`src/licc_pkg.sv`:
```
// Shared constants for the charge controller
package licc_pkg;
  // Register offsets
  localparam logic [3:0] CFG_ONE_OFS = 4'h0;
  localparam logic [3:0] TMR_CFG_OFS = 4'h1;
  localparam logic [3:0] STATUS_OFS = 4'h2;
  localparam logic [3:0] CUR_OFS = 4'h3;
  // charger_config_one field positions
  localparam int EN_BIT = 0;
  localparam int TERM_EN_BIT = 1;
  localparam int SCALE_LSB = 2;
  localparam int PRE_LSB = 4;
  localparam int TERM_LSB = 6;
  // charger_timer_config field positions
  localparam int PRE_TMR_LSB = 0;
  localparam int FAST_TMR_LSB = 4;
  localparam int SHIFT_LSB = 8;
  // Reset values
  localparam logic [7:0] CFG_ONE_RST = 8'h5E;
  localparam logic [9:0] TMR_CFG_RST = 10'h033;
  // Detection interval
  localparam int DET_INTERVAL_US = 250;
  localparam int CLK_MHZ = 200;
  localparam int DET_CYCLES = DET_INTERVAL_US * CLK_MHZ;
  // Base timer tick, one millisecond at nominal speed unit
  localparam int TICK_MS = 1;
  localparam int TICK_CYCLES = TICK_MS * CLK_MHZ * 1000;
  // Charger phases
  typedef enum logic [3:0] {
    ST_IDLE, ST_SHORT, ST_PRE, ST_FAST, ST_CV, ST_DONE,
    ST_RM_TEST, ST_INS_SRC, ST_INS_SINK, ST_FAULT
  } licc_state_e;
endpackage

```
`src/licc_charger.sv`:
```
// Lithium-ion linear charger control core
`timescale 1ns/1ps
`default_nettype none
module licc_charger (
  // Clock and reset
  input wire logic clk,
  input wire logic nrst,
  // Register port
  input wire logic [3:0] reg_addr,
  input wire logic [15:0] reg_wdata,
  input wire logic reg_wr,
  input wire logic reg_rd,
  output logic [15:0] reg_rdata_ff,
  // Analog comparator inputs (asynchronous)
  input wire logic input_power_good,
  input wire logic bat_above_short,
  input wire logic bat_above_low,
  input wire logic bat_above_recharge,
  input wire logic bat_at_regulation,
  input wire logic cur_below_term,
  input wire logic ts_in_window,
  input wire logic ts_above_disable,
  input wire logic die_above_reg,
  input wire logic die_above_off,
  input wire logic die_below_off_hys,
  input wire logic sharing_limit,
  input wire logic vin_low_limit,
  // Measured charge fraction from current loop, 64 means no reduction
  input wire logic [6:0] delivered_frac,
  // Analog control outputs
  output logic [7:0] charge_cur_target_ff,
  output logic [7:0] term_cur_target_ff,
  output logic short_test_src_ff,
  output logic det_sink_en_ff,
  output logic det_src_en_ff,
  output logic cv_mode_ff,
  output logic input_path_switch_ff,
  output logic battery_path_switch_ff,
  output logic ntc_bias_en_ff,
  output logic [1:0] pack_temp_limit_shift_ff,
  output logic charging_active_flag_ff,
  output logic charger_fault_flag_ff
);
  logic [7:0] cfg_one_ff;
  logic [9:0] tmr_cfg_ff;
  logic [12:0] pins;
  logic power_good;
  logic above_short;
  logic above_low;
  logic above_rch;
  logic at_reg;
  logic below_term;
  logic ts_ok;
  logic ts_open;
  logic hot_reg;
  logic hot_off;
  logic cooled;
  logic share_lim;
  logic vin_lim;
  logic power_good_d_ff;
  licc_pkg::licc_state_e state_ff;
  licc_pkg::licc_state_e nxt_state;
  logic [15:0] det_cnt_ff;
  logic det_done;
  logic det_recharge_ff;
  logic active_lock_ff;
  logic therm_off_ff;
  logic ts_monitor;
  logic suspend;
  logic [1:0] scale_sel;
  logic [1:0] pre_sel;
  logic [1:0] term_sel;
  logic charge_en;
  logic term_en;
  logic [7:0] full_cur;
  logic [7:0] timer_rate;
  logic [8:0] dyn_rate;
  logic pre_expired;
  logic fast_expired;
  logic in_phase;

  licc_sync #(
    .W(13)
  ) u_sync (
    .clk(clk),
    .nrst(nrst),
    .d({input_power_good, bat_above_short, bat_above_low, bat_above_recharge,
        bat_at_regulation, cur_below_term, ts_in_window, ts_above_disable,
        die_above_reg, die_above_off, die_below_off_hys, sharing_limit,
        vin_low_limit}),
    .q(pins)
  );

  assign {power_good, above_short, above_low, above_rch, at_reg, below_term, ts_ok,
          ts_open, hot_reg, hot_off, cooled, share_lim, vin_lim} = pins;

  assign charge_en = cfg_one_ff[licc_pkg::EN_BIT];
  assign term_en = cfg_one_ff[licc_pkg::TERM_EN_BIT];
  assign scale_sel = cfg_one_ff[licc_pkg::SCALE_LSB +: 2];
  assign pre_sel = cfg_one_ff[licc_pkg::PRE_LSB +: 2];
  assign term_sel = cfg_one_ff[licc_pkg::TERM_LSB +: 2];

  // Register writes
  always_ff @(posedge clk or negedge nrst)
  begin
    if (!nrst)
    begin
      cfg_one_ff <= licc_pkg::CFG_ONE_RST;
      tmr_cfg_ff <= licc_pkg::TMR_CFG_RST;
    end
    else if (reg_wr)
    begin
      if (reg_addr == licc_pkg::CFG_ONE_OFS)
      begin
        cfg_one_ff <= reg_wdata[7:0];
      end
      if (reg_addr == licc_pkg::TMR_CFG_OFS)
      begin
        tmr_cfg_ff <= reg_wdata[9:0];
      end
    end
  end

  // Register reads, data in the next cycle only
  always_ff @(posedge clk or negedge nrst)
  begin
    if (!nrst)
    begin
      reg_rdata_ff <= 16'h0000;
    end
    else if (reg_rd)
    begin
      case (reg_addr)
        licc_pkg::CFG_ONE_OFS: reg_rdata_ff <= {8'h00, cfg_one_ff};
        licc_pkg::TMR_CFG_OFS: reg_rdata_ff <= {6'h00, tmr_cfg_ff};
        licc_pkg::STATUS_OFS: reg_rdata_ff <= {8'h00, therm_off_ff, suspend,
          4'(state_ff), charger_fault_flag_ff, charging_active_flag_ff};
        licc_pkg::CUR_OFS: reg_rdata_ff <= {term_cur_target_ff, charge_cur_target_ff};
        default: reg_rdata_ff <= 16'h0000;
      endcase
    end
    else
    begin
      reg_rdata_ff <= 16'h0000;
    end
  end

  // Full current, in 1/128 of set resistor current
  always_comb
  begin
    case (scale_sel)
      2'b00: full_cur = 8'h20;
      2'b01: full_cur = 8'h40;
      2'b10: full_cur = 8'h60;
      default: full_cur = 8'h80;
    endcase
  end

  // timer speed from scale; pre-charge field not used
  always_comb
  begin
    case (scale_sel)
      2'b00: timer_rate = 8'h20;
      2'b01: timer_rate = 8'h40;
      2'b10: timer_rate = 8'h60;
      default: timer_rate = 8'h80;
    endcase
    // slow fast-charge timer by delivered fraction, in ST_FAST only
    dyn_rate = 9'(({8'h00, timer_rate} * {9'h000, delivered_frac}) >> 6);
    if (state_ff != licc_pkg::ST_FAST)
    begin
      dyn_rate = {1'b0, timer_rate};
    end
  end

  // thermistor ignored when open and termination off
  assign ts_monitor = !(!term_en && ts_open);
  // suspend on thermistor out of window
  assign suspend = in_phase && ts_monitor && !ts_ok;
  assign in_phase = (state_ff == licc_pkg::ST_PRE) || (state_ff == licc_pkg::ST_FAST) ||
                    (state_ff == licc_pkg::ST_CV);

  // timers run only with termination on; frozen on suspend
  licc_rate_timer u_pre_tmr (
    .clk(clk),
    .nrst(nrst),
    .clear(state_ff != licc_pkg::ST_PRE),
    .run(term_en && !suspend),
    .rate(dyn_rate[7:0]),
    .limit({12'h000, tmr_cfg_ff[licc_pkg::PRE_TMR_LSB +: 4]} << 10),
    .expired(pre_expired)
  );

  licc_rate_timer u_fast_tmr (
    .clk(clk),
    .nrst(nrst),
    .clear(!(state_ff == licc_pkg::ST_FAST || state_ff == licc_pkg::ST_CV)),
    .run(term_en && !suspend),
    .rate(dyn_rate[7:0]),
    .limit({12'h000, tmr_cfg_ff[licc_pkg::FAST_TMR_LSB +: 4]} << 12),
    .expired(fast_expired)
  );

  assign det_done = det_cnt_ff == 16'(licc_pkg::DET_CYCLES - 1);

  // Detection interval counter, restarts on each state change
  always_ff @(posedge clk or negedge nrst)
  begin
    if (!nrst)
    begin
      det_cnt_ff <= 16'h0000;
    end
    else if (nxt_state != state_ff || det_done)
    begin
      det_cnt_ff <= 16'h0000;
    end
    else
    begin
      det_cnt_ff <= det_cnt_ff + 16'h1;
    end
  end

  always_comb
  begin
    nxt_state = state_ff;
    case (state_ff)
      licc_pkg::ST_IDLE:
      begin
        if (charge_en && power_good)
        begin
          nxt_state = licc_pkg::ST_SHORT;
        end
      end
      licc_pkg::ST_SHORT:
      begin
        if (above_short)
        begin
          nxt_state = licc_pkg::ST_PRE;
        end
      end
      licc_pkg::ST_PRE:
      begin
        if (above_low)
        begin
          nxt_state = licc_pkg::ST_FAST;
        end
        else if (pre_expired)
        begin
          nxt_state = licc_pkg::ST_FAULT;
        end
      end
      licc_pkg::ST_FAST:
      begin
        if (at_reg)
        begin
          nxt_state = licc_pkg::ST_CV;
        end
        else if (fast_expired)
        begin
          nxt_state = licc_pkg::ST_FAULT;
        end
      end
      licc_pkg::ST_CV:
      begin
        // no termination: stay in constant voltage
        if (term_en && below_term && !suspend)
        begin
          nxt_state = licc_pkg::ST_DONE;
        end
        else if (fast_expired)
        begin
          nxt_state = licc_pkg::ST_FAULT;
        end
      end
      licc_pkg::ST_DONE:
      begin
        if (!above_rch)
        begin
          nxt_state = licc_pkg::ST_RM_TEST;
        end
      end
      licc_pkg::ST_RM_TEST:
      begin
        if (!above_low)
        begin
          nxt_state = licc_pkg::ST_INS_SRC;
        end
        else if (det_done)
        begin
          nxt_state = charge_en ? licc_pkg::ST_PRE : licc_pkg::ST_DONE;
        end
      end
      licc_pkg::ST_INS_SRC:
      begin
        if (above_rch)
        begin
          nxt_state = licc_pkg::ST_INS_SINK;
        end
        else if (det_done)
        begin
          nxt_state = licc_pkg::ST_IDLE;
        end
      end
      licc_pkg::ST_INS_SINK:
      begin
        if (!above_low)
        begin
          nxt_state = licc_pkg::ST_INS_SRC;
        end
        else if (det_done)
        begin
          nxt_state = licc_pkg::ST_DONE;
        end
      end
      licc_pkg::ST_FAULT:
      begin
        if (!charge_en)
        begin
          nxt_state = licc_pkg::ST_IDLE;
        end
      end
      default: nxt_state = licc_pkg::ST_IDLE;
    endcase
    if (!charge_en && state_ff != licc_pkg::ST_FAULT && state_ff != licc_pkg::ST_DONE)
    begin
      nxt_state = licc_pkg::ST_IDLE;
    end
    if (!power_good)
    begin
      nxt_state = licc_pkg::ST_IDLE;
    end
  end

  always_ff @(posedge clk or negedge nrst)
  begin
    if (!nrst)
    begin
      state_ff <= licc_pkg::ST_IDLE;
    end
    else
    begin
      state_ff <= nxt_state;
    end
  end

  // mark cycles started by detection logic
  always_ff @(posedge clk or negedge nrst)
  begin
    if (!nrst)
    begin
      det_recharge_ff <= 1'b0;
    end
    else if (state_ff == licc_pkg::ST_RM_TEST && nxt_state == licc_pkg::ST_PRE)
    begin
      det_recharge_ff <= 1'b1;
    end
    else if (state_ff == licc_pkg::ST_IDLE)
    begin
      det_recharge_ff <= 1'b0;
    end
  end

  // latch clear of active until input repowered
  always_ff @(posedge clk or negedge nrst)
  begin
    if (!nrst)
    begin
      active_lock_ff <= 1'b0;
      power_good_d_ff <= 1'b0;
    end
    else
    begin
      power_good_d_ff <= power_good;
      if (power_good && !power_good_d_ff)
      begin
        active_lock_ff <= 1'b0;
      end
      else if (!term_en && state_ff == licc_pkg::ST_CV && below_term)
      begin
        active_lock_ff <= 1'b1;
      end
    end
  end

  // active held during suspend; not for detection recharges
  always_ff @(posedge clk or negedge nrst)
  begin
    if (!nrst)
    begin
      charging_active_flag_ff <= 1'b0;
      charger_fault_flag_ff <= 1'b0;
    end
    else
    begin
      charging_active_flag_ff <= in_phase && !det_recharge_ff && !active_lock_ff;
      charger_fault_flag_ff <= nxt_state == licc_pkg::ST_FAULT;
    end
  end

  // shutdown opens input path, battery feeds system
  always_ff @(posedge clk or negedge nrst)
  begin
    if (!nrst)
    begin
      therm_off_ff <= 1'b0;
    end
    else if (hot_off)
    begin
      therm_off_ff <= 1'b1;
    end
    else if (cooled)
    begin
      therm_off_ff <= 1'b0;
    end
  end

  // Current targets and analog controls
  always_ff @(posedge clk or negedge nrst)
  begin
    if (!nrst)
    begin
      charge_cur_target_ff <= 8'h00;
      term_cur_target_ff <= 8'h00;
      short_test_src_ff <= 1'b0;
      det_sink_en_ff <= 1'b0;
      det_src_en_ff <= 1'b0;
      cv_mode_ff <= 1'b0;
      input_path_switch_ff <= 1'b0;
      battery_path_switch_ff <= 1'b0;
      ntc_bias_en_ff <= 1'b0;
      pack_temp_limit_shift_ff <= 2'b00;
    end
    else
    begin
      // unscaled termination threshold, 3.125 to 12.5 percent of full current
      term_cur_target_ff <= 8'(({8'h00, full_cur} * ({14'h0000, term_sel} + 16'h0001)) >> 5);
      if (suspend || therm_off_ff || !in_phase)
      begin
        charge_cur_target_ff <= 8'h00;
      end
      else if (state_ff == licc_pkg::ST_PRE)
      begin
        // fraction of fast current; halved on sharing or die temperature limit
        charge_cur_target_ff <= (share_lim || hot_reg) ?
          8'(({8'h00, full_cur} * ({14'h0000, pre_sel} + 16'h0001)) >> 4) :
          8'(({8'h00, full_cur} * ({14'h0000, pre_sel} + 16'h0001)) >> 3);
      end
      else
      begin
        charge_cur_target_ff <= (hot_reg || vin_lim) ? (full_cur >> 1) : full_cur;
      end
      short_test_src_ff <= state_ff == licc_pkg::ST_SHORT;
      det_sink_en_ff <= state_ff == licc_pkg::ST_RM_TEST ||
                        state_ff == licc_pkg::ST_INS_SINK;
      det_src_en_ff <= state_ff == licc_pkg::ST_INS_SRC;
      cv_mode_ff <= state_ff == licc_pkg::ST_CV;
      input_path_switch_ff <= power_good && !therm_off_ff;
      battery_path_switch_ff <= !power_good || therm_off_ff ||
                                state_ff == licc_pkg::ST_INS_SRC;
      ntc_bias_en_ff <= in_phase && ts_monitor;
      pack_temp_limit_shift_ff <= tmr_cfg_ff[licc_pkg::SHIFT_LSB +: 2];
    end
  end
endmodule
`default_nettype wire

```
`src/licc_rate_timer.sv`:
```
// Safety timer whose tick rate follows the delivered charge fraction in ST_FAST only
`timescale 1ns/1ps
`default_nettype none
module licc_rate_timer (
  // Clock and reset
  input wire logic clk,
  input wire logic nrst,
  // Control
  input wire logic clear,
  input wire logic run,
  input wire logic [7:0] rate,
  input wire logic [15:0] limit,
  // Result
  output logic expired
);
  logic [31:0] acc_ff;
  logic [15:0] cnt_ff;
  logic [31:0] nxt_acc;

  // Accumulate rate per cycle; one unit per tick-cycles at rate 64
  always_comb
  begin
    nxt_acc = acc_ff + {24'h000000, rate};
  end

  always_ff @(posedge clk or negedge nrst)
  begin
    if (!nrst)
    begin
      acc_ff <= 32'h0;
      cnt_ff <= 16'h0;
    end
    else if (clear)
    begin
      acc_ff <= 32'h0;
      cnt_ff <= 16'h0;
    end
    else if (run && !expired)
    begin
      if (nxt_acc >= 32'(licc_pkg::TICK_CYCLES * 64))
      begin
        acc_ff <= nxt_acc - 32'(licc_pkg::TICK_CYCLES * 64);
        cnt_ff <= cnt_ff + 16'h1;
      end
      else
      begin
        acc_ff <= nxt_acc;
      end
    end
  end

  assign expired = (cnt_ff >= limit) && (limit != 16'h0);
endmodule
`default_nettype wire

```
`src/licc_sync.sv`:
```
// Two flip-flop synchroniser for a bundle of pin levels
`timescale 1ns/1ps
`default_nettype none
module licc_sync #(
  parameter int W = 1
) (
  // Clock and reset
  input wire logic clk,
  input wire logic nrst,
  // Data
  input wire logic [W-1:0] d,
  output logic [W-1:0] q
);
  logic [W-1:0] meta_ff;

  always_ff @(posedge clk or negedge nrst)
  begin
    if (!nrst)
    begin
      meta_ff <= '0;
      q <= '0;
    end
    else
    begin
      meta_ff <= d;
      q <= meta_ff;
    end
  end
endmodule
`default_nettype wire

```
`config.mk`:
```
export PLATFORM = sky130hd
export DESIGN_NAME = licc_charger
export DESIGN_NICKNAME = d
export VERILOG_FILES = /design/src/licc_pkg.sv /design/src/licc_charger.sv /design/src/licc_rate_timer.sv /design/src/licc_sync.sv
export SDC_FILE = /design/constraint.sdc
export NUM_CORES = 1
export LEC_CHECK = 0
export ABC_AREA = 1
export BUFFER_PORTS_ARGS = -buffer_cell sky130_fd_sc_hd__buf_2
export CAP_MARGIN = 20
export CORE_AREA = 2 2 174 176
export DETAILED_ROUTE_END_ITERATION = 16
export DIE_AREA = 0 0 176 178
export PLACE_DENSITY = 0.69
export SYNTH_ARGS = -nofsm -noshare
export SYNTH_HDL_FRONTEND = slang
export SYNTH_SLANG_ARGS = --single-unit
```
`constraint.sdc`:
```
create_clock -name clk -period 9.65 [get_ports clk]
set_input_delay 0.965 -clock clk [delete_from_list [all_inputs] [get_ports clk]]
set_output_delay 0.965 -clock clk [all_outputs]
set_load 0.1 [all_outputs]
```
==> qor.yml <==
yosys:
  synth-xor-area-share_pct: 3.43
  yosys_warnings: 0
  ys_types: 58
  synth_area_leader_cell: "dfrtp_1"
  avgSynthCellArea_sq_um: 6.95
  synth.most_common_cell: "nand2_1"
  synthesis.instances: 2088
  synth_simple_gate_area_share_pct: 35.8
  synthArstFlopShare_pct: 100
  yosys-top-cells-area: "dfrtp_1 33%, nand2_1 16%, inv_1 7.9%, nand3_1 6.8%, ha_1 6.1%"
  synth_compound_area_share_pct: 8.37
  ys.flop_type: "dfrtp_1"
  synth_top_family_by_area: "simple AND/OR/NAND/NOR gates"
  synth_area_sq_um: 14500
  yosysSeqAreaShare_pct: 34.9
  synthAdderAreaFrac_pct: 7.50
  synth_edf_count: 0
  synth_seq_cells: 202
  muxShareOfSynthArea_pct: 0.155
  synth_common_cells: "612 x nand2_1, 307 x inv_1, 215 x nor2_1"
  netlist.area_leader.share_pct: 33.3
route:
  drtIter0Drc: 1117
  drt_wl_total_um: 37900
  drc_errors: 0
  routed_via_density: 5.29
  antenna_left: 0
  wire_per_inst_um: 14.8
  vias: 13600
  first_pass_iters: 5
global_route:
  antenna_found_initial: 1
  grt_pass1_vias: 12700
  grt_pass1_wl_um: 62400
  grt_max_degree: 77
  track_usage_pct: 24.4
  overflow: 0
sta:
  finalHoldViolCount: 0
  rsz0062_at_grt: "no"
  setup_viol: 0
  tns_ps: 0
  setup_ws_ps: 1620
  drv_slew: 0
  final.min_clock_period_ps: 8030
  tightest_slew_ps: 1070
  max_freq_mhz: 124
  finClkSkew_ps: 31.9
  min_period_over_period_pct: 83.3
  slew_headroom_pct: 28.1
run:
  maxCapViolCount: 0
clock_tree:
  cts-root-buf: "clkbuf_16"
  cts_tree: "done"
  cts_buffers: 24
  postCtsSetupBuffers: 0
  cts_max_level: 1
  clk_pin_slew_ps: 60
  worst_skew_pair.late_latency_ps: 540
  holdBufCountCts: 0
  ctsResizeCount: 0
  cts_buffer_depth: 3
  cts.sinks: 202
floorplanning:
  die_height_um: 178
  rows: 63
  fp.coreArea_sq_um: 29400
  initial_utilization_pct: 49.4
  die_area_sq_um: 31300
  die_width_um: 176
  ios: 87
min_path:
  hold_class: "flip-flop to flip-flop"
  worstHoldPathCells: 0
place:
  placed_area_sq_um: 15200
  place_congestion: 0.958
  post-dp-hpwl_um: 28900
  io_buffers: 75
  dp_slack_ps: 1710
worst_setup_path:
  crit_fanout: 34
  crit_arrival_ps: 8480
  crit_path_frequent_cell: "nand2_1"
  worstSetupPathType: "flip-flop to flip-flop"
  reg2reg_depth: 39
  required_ps: 10090
  crit_path_end_kind: "flip-flop"
  critPathSlowestCell: "nand2_2"
  worst_path_largest_cell_delay_ps: 500
  start_kind: "flip-flop"
  ff2ff_setup_slack_ps: 1620
final_layout:
  drive_gt1_share_pct: 9.19
  nets: 2286
  design_area_sq_um: 16000
  syn_to_final_growth_pct: 10.3
power:
  p_per_area_nw_per_um2: 143
  vdd_drop_max_v: 0.000125
  power_leakage_uw: 0.00847
outcome:
  status: "complete, no violations"
## state kept, by name, summed over array words and instances, names as in the netlist, 2 cells and up
signal                    cells
cfg_one_ff                    8
charge_cur_target_ff          7
det_cnt_ff                   16
pack_temp_limit_shift_ff      2
reg_rdata_ff                 14
state_ff                      4
term_cur_target_ff            6
tmr_cfg_ff                   10
u_fast_tmr.acc_ff            32
u_fast_tmr.cnt_ff            16
u_pre_tmr.acc_ff             32
u_pre_tmr.cnt_ff             16
u_sync.meta_ff               13
u_sync.q                     13
## layer usage
layer / share of wire, % / up-vias / GRT usage [%] / wire (um)
met4: 2.9 / 0 / 7.85 / 1090
met2: 44 / 393 / 39.1 / 16800
met3: 5.7 / 76 / 3.05 / 2180
li1: - / 6828 / - / -
met5: 0 / - / 0 / 0
met1: 47 / 6290 / 34.6 / 17900
## worst max-delay path, delay by kind of cell, from the launching register on
family	cells	cell delay, ps
AOI/OAI and AO/OA	3	400
adders and majority gates	8	2500
DFF	1	380
buffers and inverters	3	680
and+or+nand+nor	25	3960
## report_power, final
group	total, uW	leakage (uW)	internal (uW)	switching, uW
Clock	914	0.000384	543	371
Combinational	445	0.00540	128	318
Sequential	932	0.00269	901	30.8
Total	2290	0.00847	1570	719
## final timing paths
kind | endpoint | from
min in group asynchronous | u_pre_tmr.cnt_ff[2]$_DFFE_PN0P_ | nrst
max in group asynchronous | term_cur_target_ff[4]$_DFF_PN0_ | nrst
worst max register to register | u_pre_tmr.cnt_ff[15]$_DFFE_PN0P_ | cfg_one_ff[2]$_DFFE_PN1P_
worst min-delay path | u_sync.q[9]$_DFF_PN0_ | u_sync.meta_ff[9]$_DFF_PN0_
worst min register to register | u_sync.q[9]$_DFF_PN0_ | u_sync.meta_ff[9]$_DFF_PN0_
worst max-delay path | u_pre_tmr.cnt_ff[15]$_DFFE_PN0P_ | cfg_one_ff[2]$_DFFE_PN1P_
## kinds of logic (layout without fill, tap and decap cells)
logic type               count (synthesis)  after routing
other                                    1              7
XOR/XNOR                                56             56
AO/OA/AOI/OAI                          202            202
multiplexers                             2              2
buffers and inverters                  357            442
flip-flops                             202            202
adder cells (fa/ha/maj)                 81             81
AND/OR/NAND/NOR                       1187           1187
## stage by stage
stage | power, uW | util (%) | hold slack [ps] | cells
CTS | 2310 | 54.5 | 345 | 2567
floorplan | 1270 | - | 331 | 2092
global placement | 1380 | 51.7 | 335 | 2525
global route | 2420 | 54.5 | 353 | 2568
finish | 2290 | 54.5 | 341 | 2569
detailed placement | 1390 | 51.7 | 336 | 2525
## placed cells by master (no fill, tap or decap), drive strengths merged, types with 41 or more instances in the layout
master | synthesis | final
a21oi | 45 | 45
buf | 24 | 78
dfrtp | 193 | 193
ha | 71 | 71
inv | 318 | 319
nand2 | 634 | 634
nand3 | 204 | 204
nand4 | 41 | 41
nor2 | 231 | 231
nor3 | 47 | 47
o21ai | 94 | 94
xor2 | 49 | 49
## final cells by class
class                      instances  area [sq um]
antenna                            2          5.00
clock buffer                      31           667
clock inverter                    11           135
fill                            2855         13400
inverter                         321          1200
multi-input combinational       1533          8040
sequential                       202          5070
tap                              390           488
timing repair buffer              79           414
No activity file was read; power rests on OpenSTA's default activity.
